$ cat src/core/pmic_event_pkg.sv
package pmic_event_pkg;
  // register addresses
  localparam logic [7:0] ADDR_CHARGE_STATUS = 8'h01;
  localparam logic [7:0] ADDR_RAIL_STATUS   = 8'h02;
  localparam logic [7:0] ADDR_CHARGE_MASK   = 8'h03;
  localparam logic [7:0] ADDR_RAIL_MASK     = 8'h04;
  localparam logic [7:0] ADDR_CHARGE_ACK    = 8'h05;
  localparam logic [7:0] ADDR_RAIL_ACK      = 8'h06;
  localparam logic [7:0] ADDR_CHARGER_SETUP = 8'h07;
  // reset values
  localparam logic [7:0] MASK_RESET         = 8'hff;
  localparam logic [7:0] ACK_RESET          = 8'h00;
  localparam logic [7:0] SETUP_RESET        = 8'h1b;
  localparam logic [7:0] UNMAPPED_READ      = 8'hff;
  // charger_setup field positions
  localparam int SETUP_AUTO_INHIBIT = 7;
  localparam int SETUP_CHG_RESET    = 6;
  localparam int SETUP_TIMER_EN     = 5;
  localparam int SETUP_CUR_MSB      = 4;
  localparam int SETUP_CUR_LSB      = 3;
  localparam int SETUP_USB_500      = 2;
  localparam int SETUP_USB_ALLOWED  = 1;
  localparam int SETUP_CHG_EN       = 0;
  // rail status bit positions and charge status taper bit position
  localparam int RAIL_LDO1 = 2;
  localparam int RAIL_MAIN = 1;
  localparam int RAIL_CORE = 0;
  localparam int CHG_TAPER = 3;
  // bus address upper six bits
  localparam logic [5:0] BUS_ADDR_HIGH = 6'h24;
  // charge current in quarters of the resistor maximum
  localparam logic [2:0] CUR_QUARTERS_FULL = 3'h4;
  localparam logic [2:0] CUR_QUARTERS_75   = 3'h3;
  localparam logic [2:0] CUR_QUARTERS_50   = 3'h2;
  localparam logic [2:0] CUR_QUARTERS_25   = 3'h1;
endpackage

$ cat src/core/event_ack.sv
`timescale 1ns/10ps
// per-source pending and acknowledge tracking
module event_ack #(
  parameter int WIDTH = 8
) (
  // clock and reset
  input  wire logic             ref_clk,
  input  wire logic             arst_n,
  input  wire logic             clk_en,
  // status and control
  input  wire logic [WIDTH-1:0] status,
  input  wire logic [WIDTH-1:0] mask,
  input  wire logic [WIDTH-1:0] ack_set,
  // results
  output logic [WIDTH-1:0]      pending,
  output logic [WIDTH-1:0]      ack
);
  // elaboration check on the width
  if (WIDTH < 1) begin : g_width_check
    $error("event_ack width must be at least one");
  end

  logic [WIDTH-1:0] prev_q, prev_d, pend_q, pend_d, ack_q, ack_d;

  // rising edges latch pending, ack set and auto-cleared
  always_comb begin
    prev_d = status;
    pend_d = (pend_q | (status & ~prev_q)) & status & ~ack_q;
    ack_d  = (ack_q | (ack_set & pend_q)) & status;
  end

  always_ff @(posedge ref_clk or negedge arst_n) begin
    if (!arst_n) begin
      prev_q <= '0; pend_q <= '0; ack_q <= '0;
    end else if (clk_en) begin
      prev_q <= prev_d; pend_q <= pend_d; ack_q <= ack_d;
    end
  end

  assign pending = pend_q & ~mask & ~ack_q;
  assign ack     = ack_q;
endmodule

$ cat src/core/pmic_event_and_charger_control.sv
`timescale 1ns/10ps
// What this block does
// - ldo1 flag high when out of regulation; low when regulating or disabled
// - main converter flag high exactly when out of regulation
// - core flag high when out of regulation or off in low-power mode
// - rising edge of a rail status bit pulls interrupt low unless masked
// - charge mask bits block charger events; reset all ones
// - rail mask bits block rail events; reset all ones
// - charge acknowledge removes event; pin releases when nothing else pending
// - rail acknowledge removes event; pin releases only when all clear
// - acknowledge bits auto-clear when matching status goes away
// - inhibit clear: valid source and supply ok forces on mode, no wait
// - inhibit set: source leaves wait enabled, no automatic turn-on
// - host pulses charger reset; device clears timers and restarts charging
// - timer enable off: taper bit shows comparator; on: shows taper timer
// - current field selects 100, 75, 50 or 25 percent of maximum
// - usb limit 100 mA or 500 mA; ignored when usb not allowed
// - no usb charging unless usb allowed bit is set
// - charge enable gates charging; ac preferred when both sources valid
// - bus address is 100100 plus strap pin
// - reads of unmapped addresses return all ones
module pmic_event_and_charger_control (
  // clock and reset
  input  wire logic       ref_clk,
  input  wire logic       arst_n,
  input  wire logic       clk_en,
  // serial bus
  input  wire logic       scl_in,
  input  wire logic       sda_in,
  output logic            sda_out,
  output logic            sda_oe,
  input  wire logic       bus_address_low_strap,
  // rail monitors
  input  wire logic       ldo1_out_of_reg,
  input  wire logic       ldo1_enabled,
  input  wire logic       main_out_of_reg,
  input  wire logic       core_out_of_reg,
  input  wire logic       low_power_mode,
  input  wire logic       core_off_in_low_power,
  input  wire logic [4:0] rail_status_upper,
  // charger monitors
  input  wire logic [7:0] charge_status_reg,
  input  wire logic       taper_comparator,
  input  wire logic       taper_timer_done,
  input  wire logic       ac_valid,
  input  wire logic       usb_valid,
  input  wire logic       supply_above_lockout,
  // internal acknowledge sources
  input  wire logic [7:0] charge_ack_set,
  input  wire logic [7:0] rail_ack_set,
  // interrupt pin
  output logic            int_n,
  // power mode control
  output logic            force_on_mode,
  output logic            wait_mode_enable,
  // charger control
  output logic            charger_restart,
  output logic            fast_timer_enable,
  output logic [2:0]      charge_current_quarters,
  output logic            usb_limit_500,
  output logic            charge_from_ac,
  output logic            charge_from_usb
);
  // bus side
  logic [7:0] reg_addr, wr_data, rd_data;
  logic       wr_stb, slave_oe;

  serial_slave u_slave (
    .ref_clk               (ref_clk),
    .arst_n                (arst_n),
    .clk_en                (clk_en),
    .scl_in                (scl_in),
    .sda_in                (sda_in),
    .sda_oe                (slave_oe),
    .bus_address_low_strap (bus_address_low_strap),
    .reg_addr              (reg_addr),
    .wr_data               (wr_data),
    .wr_stb                (wr_stb),
    .rd_data               (rd_data)
  );

  // software registers
  logic [7:0] cmask_q, cmask_d, rmask_q, rmask_d, setup_q, setup_d;

  always_comb begin
    cmask_d = cmask_q;
    rmask_d = rmask_q;
    setup_d = setup_q;
    if (wr_stb) begin
      case (reg_addr)
        pmic_event_pkg::ADDR_CHARGE_MASK:   cmask_d = wr_data;
        pmic_event_pkg::ADDR_RAIL_MASK:     rmask_d = wr_data;
        pmic_event_pkg::ADDR_CHARGER_SETUP: setup_d = wr_data;
        default: ; // acknowledge and status registers ignore writes
      endcase
    end
  end

  always_ff @(posedge ref_clk or negedge arst_n) begin
    if (!arst_n) begin
      cmask_q <= pmic_event_pkg::MASK_RESET;
      rmask_q <= pmic_event_pkg::MASK_RESET;
      setup_q <= pmic_event_pkg::SETUP_RESET;
    end else if (clk_en) begin
      cmask_q <= cmask_d;
      rmask_q <= rmask_d;
      setup_q <= setup_d;
    end
  end

  // status composition
  logic [7:0] rail_status, charge_status;

  always_comb begin
    rail_status = {rail_status_upper, 3'h0};
    rail_status[pmic_event_pkg::RAIL_LDO1] = ldo1_enabled & ldo1_out_of_reg;
    rail_status[pmic_event_pkg::RAIL_MAIN] = main_out_of_reg;
    rail_status[pmic_event_pkg::RAIL_CORE] = core_out_of_reg
                                           | (low_power_mode & core_off_in_low_power);
    charge_status = charge_status_reg;
    charge_status[pmic_event_pkg::CHG_TAPER] =
      setup_q[pmic_event_pkg::SETUP_TIMER_EN] ? taper_timer_done : taper_comparator;
  end

  // pending and acknowledge per source
  logic [7:0] cpend, rpend, cack, rack;

  event_ack #(.WIDTH(8)) u_charge_events (
    .ref_clk (ref_clk),
    .arst_n  (arst_n),
    .clk_en  (clk_en),
    .status  (charge_status),
    .mask    (cmask_q),
    .ack_set (charge_ack_set),
    .pending (cpend),
    .ack     (cack)
  );

  event_ack #(.WIDTH(8)) u_rail_events (
    .ref_clk (ref_clk),
    .arst_n  (arst_n),
    .clk_en  (clk_en),
    .status  (rail_status),
    .mask    (rmask_q),
    .ack_set (rail_ack_set),
    .pending (rpend),
    .ack     (rack)
  );

  // read mux
  always_comb begin
    case (reg_addr)
      pmic_event_pkg::ADDR_CHARGE_STATUS: rd_data = charge_status;
      pmic_event_pkg::ADDR_RAIL_STATUS:   rd_data = rail_status;
      pmic_event_pkg::ADDR_CHARGE_MASK:   rd_data = cmask_q;
      pmic_event_pkg::ADDR_RAIL_MASK:     rd_data = rmask_q;
      pmic_event_pkg::ADDR_CHARGE_ACK:    rd_data = cack;
      pmic_event_pkg::ADDR_RAIL_ACK:      rd_data = rack;
      pmic_event_pkg::ADDR_CHARGER_SETUP: rd_data = setup_q;
      default:                            rd_data = pmic_event_pkg::UNMAPPED_READ;
    endcase
  end

  function automatic logic [2:0] current_quarters(input logic [1:0] sel);
    case (sel)
      2'h3:    current_quarters = pmic_event_pkg::CUR_QUARTERS_FULL;
      2'h2:    current_quarters = pmic_event_pkg::CUR_QUARTERS_75;
      2'h1:    current_quarters = pmic_event_pkg::CUR_QUARTERS_50;
      default: current_quarters = pmic_event_pkg::CUR_QUARTERS_25;
    endcase
  endfunction

  // output next values
  logic       int_n_d, force_on_d, wait_en_d, restart_d, timer_d, usb500_d, ac_d, usb_d;
  logic       reset_bit_q;
  logic [2:0] cur_d;
  logic       chg_en, usb_ok, src_ok;

  always_comb begin
    chg_en    = setup_q[pmic_event_pkg::SETUP_CHG_EN];
    usb_ok    = setup_q[pmic_event_pkg::SETUP_USB_ALLOWED];
    src_ok    = (ac_valid | usb_valid) & supply_above_lockout;
    int_n_d   = ~(|cpend | |rpend);
    force_on_d = ~setup_q[pmic_event_pkg::SETUP_AUTO_INHIBIT] & src_ok;
    wait_en_d  = ~force_on_d;
    // reset pulse on the high-to-low write of the reset bit
    restart_d = reset_bit_q & ~setup_q[pmic_event_pkg::SETUP_CHG_RESET];
    timer_d   = setup_q[pmic_event_pkg::SETUP_TIMER_EN];
    cur_d     = current_quarters(setup_q[pmic_event_pkg::SETUP_CUR_MSB:
                                         pmic_event_pkg::SETUP_CUR_LSB]);
    usb500_d  = usb_ok & setup_q[pmic_event_pkg::SETUP_USB_500];
    ac_d      = chg_en & ac_valid;
    usb_d     = chg_en & usb_ok & usb_valid & ~ac_valid;
  end

  always_ff @(posedge ref_clk or negedge arst_n) begin
    if (!arst_n) begin
      int_n <= 1'b1; force_on_mode <= 1'b0; wait_mode_enable <= 1'b1;
      charger_restart <= 1'b0; fast_timer_enable <= 1'b0;
      charge_current_quarters <= pmic_event_pkg::CUR_QUARTERS_FULL;
      usb_limit_500 <= 1'b0; charge_from_ac <= 1'b0; charge_from_usb <= 1'b0;
      reset_bit_q <= 1'b0; sda_oe <= 1'b0;
    end else if (clk_en) begin
      int_n <= int_n_d; force_on_mode <= force_on_d; wait_mode_enable <= wait_en_d;
      charger_restart <= restart_d; fast_timer_enable <= timer_d;
      charge_current_quarters <= cur_d;
      usb_limit_500 <= usb500_d; charge_from_ac <= ac_d; charge_from_usb <= usb_d;
      reset_bit_q <= setup_q[pmic_event_pkg::SETUP_CHG_RESET]; sda_oe <= slave_oe;
    end
  end

  // open-drain data line only ever pulls low
  always_ff @(posedge ref_clk or negedge arst_n) begin
    if (!arst_n) sda_out <= 1'b0;
    else sda_out <= 1'b0;
  end
endmodule

$ cat src/core/serial_slave.sv
`timescale 1ns/10ps
// byte-oriented two-wire slave, lines sampled on ref_clk
module serial_slave (
  // clock and reset
  input  wire logic       ref_clk,
  input  wire logic       arst_n,
  input  wire logic       clk_en,
  // bus lines
  input  wire logic       scl_in,
  input  wire logic       sda_in,
  output logic            sda_oe,
  // address strap
  input  wire logic       bus_address_low_strap,
  // register side
  output logic [7:0]      reg_addr,
  output logic [7:0]      wr_data,
  output logic            wr_stb,
  input  wire logic [7:0] rd_data
);
  typedef enum logic [5:0] {
    S_IDLE = 6'b000001, S_DEV = 6'b000010, S_ACK = 6'b000100,
    S_WR   = 6'b001000, S_RD  = 6'b010000, S_MACK = 6'b100000
  } st_e;

  st_e        st_q, st_d;
  logic       scl_q, sda_q, sda_oe_q, sda_oe_d, rw_q, rw_d, wr_stb_q, wr_stb_d;
  logic [7:0] sh_q, sh_d, addr_q, addr_d, wdat_q, wdat_d;
  logic [3:0] cnt_q, cnt_d;
  logic [1:0] phase_q, phase_d; // 0 device byte, 1 register byte, 2 data
  logic       rise, fall, start, stop;

  assign rise  = scl_in & ~scl_q;
  assign fall  = ~scl_in & scl_q;
  assign start = scl_in & scl_q & sda_q & ~sda_in;
  assign stop  = scl_in & scl_q & ~sda_q & sda_in;

  // next-state logic of the byte engine
  always_comb begin
    st_d = st_q; sh_d = sh_q; cnt_d = cnt_q; addr_d = addr_q; wdat_d = wdat_q;
    rw_d = rw_q; phase_d = phase_q; sda_oe_d = sda_oe_q; wr_stb_d = 1'b0;
    if (start) begin
      st_d = S_DEV; cnt_d = 4'h0; phase_d = 2'h0; sda_oe_d = 1'b0;
    end else if (stop) begin
      st_d = S_IDLE; sda_oe_d = 1'b0;
    end else begin
      case (st_q)
        S_IDLE: sda_oe_d = 1'b0;
        S_DEV, S_WR: begin
          if (rise) begin
            sh_d = {sh_q[6:0], sda_in};
            cnt_d = cnt_q + 4'h1;
          end
          if (fall && cnt_q == 4'h8) begin
            cnt_d = 4'h0;
            if (phase_q == 2'h0) begin
              // own address: 100100 plus strap
              if (sh_q[7:1] == {pmic_event_pkg::BUS_ADDR_HIGH, bus_address_low_strap}) begin
                rw_d = sh_q[0]; sda_oe_d = 1'b1; st_d = S_ACK;
              end else st_d = S_IDLE;
            end else begin
              sda_oe_d = 1'b1; st_d = S_ACK;
              if (phase_q == 2'h1) addr_d = sh_q;
              else begin
                wdat_d = sh_q; wr_stb_d = 1'b1;
              end
            end
          end
        end
        S_ACK: if (fall) begin
          if (phase_q == 2'h0 && rw_q) begin
            sh_d = rd_data; st_d = S_RD; sda_oe_d = ~rd_data[7];
            phase_d = 2'h2;
          end else begin
            sda_oe_d = 1'b0; st_d = S_WR;
            if (phase_q == 2'h2) addr_d = addr_q + 8'h01;
            if (phase_q != 2'h2) phase_d = phase_q + 2'h1;
          end
        end
        S_RD: if (fall) begin
          cnt_d = cnt_q + 4'h1;
          if (cnt_q == 4'h7) begin
            sda_oe_d = 1'b0; st_d = S_MACK; cnt_d = 4'h0;
          end else begin
            sh_d = {sh_q[6:0], 1'b1}; sda_oe_d = ~sh_q[6];
          end
        end
        S_MACK: if (rise) begin
          if (sda_in) st_d = S_IDLE; // master nack ends the read
          else begin
            addr_d = addr_q + 8'h01; st_d = S_ACK; phase_d = 2'h0;
          end
        end
        default: st_d = S_IDLE;
      endcase
    end
  end

  // register the byte engine
  always_ff @(posedge ref_clk or negedge arst_n) begin
    if (!arst_n) begin
      st_q <= S_IDLE; scl_q <= 1'b1; sda_q <= 1'b1; sh_q <= 8'h00; cnt_q <= 4'h0;
      addr_q <= 8'h00; wdat_q <= 8'h00; rw_q <= 1'b0; phase_q <= 2'h0;
      sda_oe_q <= 1'b0; wr_stb_q <= 1'b0;
    end else if (clk_en) begin
      st_q <= st_d; scl_q <= scl_in; sda_q <= sda_in; sh_q <= sh_d; cnt_q <= cnt_d;
      addr_q <= addr_d; wdat_q <= wdat_d; rw_q <= rw_d; phase_q <= phase_d;
      sda_oe_q <= sda_oe_d; wr_stb_q <= wr_stb_d;
    end
  end

  assign sda_oe   = sda_oe_q;
  assign reg_addr = addr_q;
  assign wr_data  = wdat_q;
  assign wr_stb   = wr_stb_q;
endmodule

$ cat config.mk
export PLATFORM = sky130hd
export DESIGN_NAME = pmic_event_and_charger_control
export DESIGN_NICKNAME = d
export VERILOG_FILES = /design/src/core/pmic_event_pkg.sv /design/src/core/event_ack.sv /design/src/core/pmic_event_and_charger_control.sv /design/src/core/serial_slave.sv
export SDC_FILE = /design/constraint.sdc
export NUM_CORES = 1
export LEC_CHECK = 0
export BUFFER_PORTS_ARGS = -buffer_cell sky130_fd_sc_hd__buf_2
export CAP_MARGIN = 40
export CORE_UTILIZATION = 62
export CTS_BUF_LIST = sky130_fd_sc_hd__clkbuf_2 sky130_fd_sc_hd__clkbuf_4 sky130_fd_sc_hd__clkbuf_8
export CTS_CLUSTER_SIZE = 40
export DETAILED_ROUTE_END_ITERATION = 7
export PLACE_DENSITY = 0.8
export SYNTH_ARGS = -nofsm -noshare
export SYNTH_HDL_FRONTEND = slang
export SYNTH_SLANG_ARGS = --single-unit
$ cat constraint.sdc
create_clock -name ref_clk -period 2.8 [get_ports ref_clk]
set_input_delay 0.56 -clock ref_clk [delete_from_list [all_inputs] [get_ports ref_clk]]
set_output_delay 0.56 -clock ref_clk [all_outputs]
set_load 0.005 [all_outputs]
Word level (Yosys, flattened, before mapping)
Index checks and enable logic that the tools add are counted.
- bits in registers: 126
- latch bits: 0
- memory bits (writable): 0
- memory bits (read-only): 0
- output and inout port bits: 13
- word-level logic and storage cells: 224
- memories: 0
- add/subtract/negate cells: 3
- multipliers: 0
- divide/modulo/power cells: 0
- $lt $le $gt $ge: 0
- equality and inequality tests: 48
- shift-type cells: 0
- mux-type cells: 61
- bitwise operators: 59
- reductions and logical operators: 22
- operators by type and width (operator ; number):
    8-bit bitwise AND ; 14
    8-bit 2-to-1 mux ; 13
    8-bit case mux with 7 select lines ; 1
    8-bit NOT ; 6
    8-bit case mux with 3 select lines ; 2
    6-bit 2-to-1 mux ; 7
    8-bit by 3-bit == test with 1-bit output, second input constant ; 4
    8-bit bitwise OR ; 4
    6-bit case mux with 5 select lines ; 1
    4-bit by 1-bit inequality test with 1-bit output, second input constant ; 7
    7-bit AND reduction ; 4
    4-bit 2-to-1 mux ; 6
    2-bit by 1-bit inequality test with 1-bit output, second input constant ; 9
    1-bit bitwise AND ; 17
    8-bit by 2-bit == test with 1-bit output, second input constant ; 2
    1-bit 2-to-1 mux ; 16
    8-bit OR reduction ; 2
    1-bit NOT ; 15
    2-bit 2-to-1 mux ; 7
    3-bit by 1-bit inequality test with 1-bit output, second input constant ; 4
    12-bit AND reduction ; 1
    3-bit nonzero test ; 4
    2-bit inequality test, second input constant ; 5
    3-bit 2-to-1 mux ; 3
    31 further kinds ; 39

Longest topological paths before layout
- depth after elaboration: 9
- gate-level depth with buffers: 10

Cells and area by module
From an unflattened synthesis, not the netlist that was laid out.
- cells, all modules: 666
- area, all modules: 6984.2 sq um
- by module, submodules not included (module ; instances ; cells an instance ; area an instance (sq um)):
    serial_slave ; 1 ; 286 ; 2494.9
    event_ack ; 2 ; 92 ; 1134.8
    pmic_event_and_charger_control ; 1 ; 196 ; 2219.6

Least setup slack after synthesis
OpenSTA, ideal clock, no wires.
- kind: flip-flop to flip-flop
- from: reg u_slave.st_q[2]
- to: reg u_slave.sh_q[0]
- setup time: 0.125 ns
- data arrival time: 2.115 ns
- slack: 0.560 ns
- stages on the path, launching flop included: 9
- cells stage by stage: dfrtp_1 -> buf_6 -> xnor2_1 -> or3_4 -> a211oi_4 -> nand3_2 -> or3_1 -> buf_6 -> mux2_4
- longest elaborated chain between the ends: 4
- RTL lines (element ; RTL line ; RTL):
    start, declared ; serial_slave.sv:25 ; st_e st_q, st_d;
    start signal, assigned ; serial_slave.sv:101 ; st_q <= S_IDLE; scl_q <= 1'b1; sda_q <= 1'b1; sh_q <= 8'h00; cnt_q <= 4'h0;
    start signal, assigned ; serial_slave.sv:105 ; st_q <= st_d; scl_q <= scl_in; sda_q <= sda_in; sh_q <= sh_d; cnt_q <= cnt_d;
    6-bit by 2-bit == test with 1-bit output or 6-bit by 4-bit == test with 1-bit output (tied branches) ; serial_slave.sv:46 ; case (st_q)
    2-bit OR reduction ; serial_slave.sv:46 ;
    2-bit by 1-bit inequality test with 1-bit output (no line) or 3-bit nonzero test (tied branches) ; -- ;
    9-bit AND reduction (no line) ; -- ;
    end signal, assigned ; serial_slave.sv:101 ;
    end signal, assigned ; serial_slave.sv:105 ;
    end, declared ; serial_slave.sv:27 ; logic [7:0] sh_q, sh_d, addr_q, addr_d, wdat_q, wdat_d;
Several ways; a longest one is shown, not always the timed one.
A chain may end at the register's enable or synchronous reset.

Worst setup path in the final report
- from: reg u_slave.st_q[2]
- to: reg u_slave.sh_q[2]
The elaborated chain is that of the path after synthesis.

==> flow_metrics.env <==
export IMPL_fp_row_count=37
export IMPL_grt_first_pass_wirelength_um=25100
export IMPL_grt_usage=0.297
export IMPL_dieArea_um2=11000
export IMPL_max_stage_delay_ps=610
export IMPL_rrSetupSlack_ps=240
export IMPL_cap_violations=0
export IMPL_synth_seq_cells=126
export IMPL_hold_class="input pin to asynchronous set/reset pin"
export IMPL_reg2reg_depth=6
export IMPL_syn_instance_count=643
export IMPL_regToRegStartpoint="u_slave.st_q[2]$_DFFE_PN0P_"
export IMPL_clk_latency_ps=440
export IMPL_clkTransAtPathRegs_ps=70
export IMPL_fmax_mhz=390
export IMPL_grt_max_degree=56
export IMPL_yosys_warnings=0
export IMPL_ctsResizeCount=0
export IMPL_ir_drop_mv=0.455
export IMPL_ys_flop_type="dfrtp_1"
export IMPL_grt_overflow_total=0
export IMPL_use_met3=0.0805
export IMPL_rsz0062_at_grt="no"
export IMPL_grt_util_met2=0.482
export IMPL_vias_per_cell=6.20
export IMPL_num_antenna_cells=0
export IMPL_drtAntennaViolNets=0
export IMPL_h_tree_depth=4
export IMPL_cts_hold_buf=0
export IMPL_hold_violations=0
export IMPL_drc=0
export IMPL_final_common_cell="dfrtp_1"
export IMPL_grt_pass1_vias=5126
export IMPL_die_width_um=105
export IMPL_path_delay_family="simple AND/OR/NAND/NOR gates"
export IMPL_finalPower_mw=4.86
export IMPL_setup_tns_ps=0
export IMPL_post_dp_hpwl_um=11000
export IMPL_busiest_layer="met2"
export IMPL_io_pins=59
export IMPL_yosysSeqAreaShare=0.486
export IMPL_clock_sinks=126
export IMPL_critical_path_buf_inv_count=0
export IMPL_cpMaxStageDelayCell="or3_1"
export IMPL_syn_area_per_cell_um2=10.2
export IMPL_r2r_end="u_slave.sh_q[2]$_DFFE_PN0P_"
export IMPL_drt_pass1_iterations=6
export IMPL_final_cell_mix="dfrtp_1 (100), a21oi_1 (67), buf_2 (55)"
export IMPL_place_gp_congestion=0.956
export IMPL_antenna_found_initial=0
export IMPL_cts_setup_buffers=0
export IMPL_report_final_slew_viol_count=0
export IMPL_root_buffer="clkbuf_8"
export IMPL_synth_cell_types=71
export IMPL_ys_async_sr_fraction=1.00
export IMPL_worst_ep_required_time_ps=3130
export IMPL_setup_violations=0
export IMPL_setup_worst_path_start_class="flip-flop"
export IMPL_period_needed_ps=2560
export IMPL_syn_area_um2=6550
export IMPL_crit_type="flip-flop to flip-flop"
export IMPL_cts_buffers=17
export IMPL_cp_cell_sequence="xnor2_1, or3_4, a211oi_4, nand3_2, or3_1, mux2_4"
export IMPL_tightest_slew_ps=859
export IMPL_initial_core_util=0.637
export IMPL_leakagePower_nw=3.38
export IMPL_grt_use_met1=0.370
export IMPL_finalNetCount=761
export IMPL_period_share=0.915
export IMPL_cts_tree="yes"
export IMPL_slew_limit_headroom=0.412
export IMPL_syn_nets=701
export IMPL_powerDensity_nw_per_um2=657
export IMPL_die_y_um=105
export IMPL_portBuffers=56
export IMPL_status="complete, no violations"
export IMPL_finClkSkew_ps=6.83
export IMPL_clock_path_buffers=2
export IMPL_path_max_fanout=9
export IMPL_syn2layout_area_growth_pct=12.9
export IMPL_drive_above_1_share=0.286
export IMPL_end_kind="flip-flop"
export IMPL_drt_iter0_drc=373
export IMPL_core_um2=10300
export IMPL_routed_wl_um=15400
export IMPL_avgRoutedWirePerCell_um=18.1
export IMPL_via_count=5282
export IMPL_synth_edf_count=0
export IMPL_arrival_ps=2890
==> routing by layer <==
metal,part of all wire,up-vias
li1,-,2463
met1,0.42,2578
met2,0.49,201
met5,0,-
met3,0.062,40
met4,0.024,0
==> area by class of cell <==
class                      count  area, µm²
clock buffer                  25        307
clock inverter                 7       88.8
fill                         762       2880
inverter                      41        154
multi-input combinational    442       3050
sequential                   126       3190
tap                          136        170
timing repair buffer          75        438
==> metrics by stage <==
stage	util	cells	hold WS [ps]	cell area (µm²)	setup slack (ps)
detailed placement	0.681	820	464	7000	234
CTS	0.720	852	142	7400	235
finish	0.720	852	148	7400	238
global placement	0.681	820	459	7000	287
global route	0.720	852	179	7400	120
floorplan	-	643	264	6550	560
==> Yosys cell counts, drive strengths merged, types with 12 or more instances <==
library cell	n	area share
mux2	56	0.10
nand3	24	0.019
nor3b	13	0.015
a21oi	67	0.051
ha	12	0.023
nand2b	15	0.014
dfstp	26	0.10
clkbuf	22	0.013
inv	40	0.023
nor2	41	0.023
o21ai	51	0.040
dfrtp	100	0.38
buf	12	0.012
a31oi	17	0.016
nand2	32	0.018
==> how the worst max path moves through the flow <==
stage	end	cells after the start	slack, ps	startpoint
final	u_slave.sh_q[2]$_DFFE_PN0P_	6	240	u_slave.st_q[2]$_DFFE_PN0P_
after global routing	u_slave.st_q[5]$_DFFE_PN0P_	6	120	u_slave.st_q[2]$_DFFE_PN0P_
after CTS	u_slave.sh_q[3]$_DFFE_PN0P_	6	230	u_slave.st_q[2]$_DFFE_PN0P_
after detailed placement	u_slave.sh_q[6]$_DFFE_PN0P_	6	230	u_slave.st_q[2]$_DFFE_PN0P_
after global placement	u_slave.sh_q[2]$_DFFE_PN0P_	6	290	u_slave.st_q[2]$_DFFE_PN0P_
after floorplan	u_slave.sh_q[0]$_DFFE_PN0P_	8	560	u_slave.st_q[2]$_DFFE_PN0P_
==> cells by family (layout without fill, tap and decap cells) <==
family / Yosys count / count (layout) / synth area share
other: 1 / 1 / 0.000573
DFF: 126 / 126 / 0.486
and+or+nand+nor: 169 / 169 / 0.143
AOI/OAI and AO/OA: 195 / 195 / 0.186
adders and majority gates: 12 / 12 / 0.0229
buffers and inverters: 75 / 148 / 0.0481
muxes: 60 / 60 / 0.106
xor gates and xnor gates: 5 / 5 / 0.00669
==> power breakdown <==
| part | switching [mW] | internal [mW] |
|---|---|---|
| Combinational | 0.617 | 0.446 |
| Sequential | 0.198 | 2.01 |
| Clock | 0.698 | 0.893 |
No activity file was read; power rests on OpenSTA's default activity.
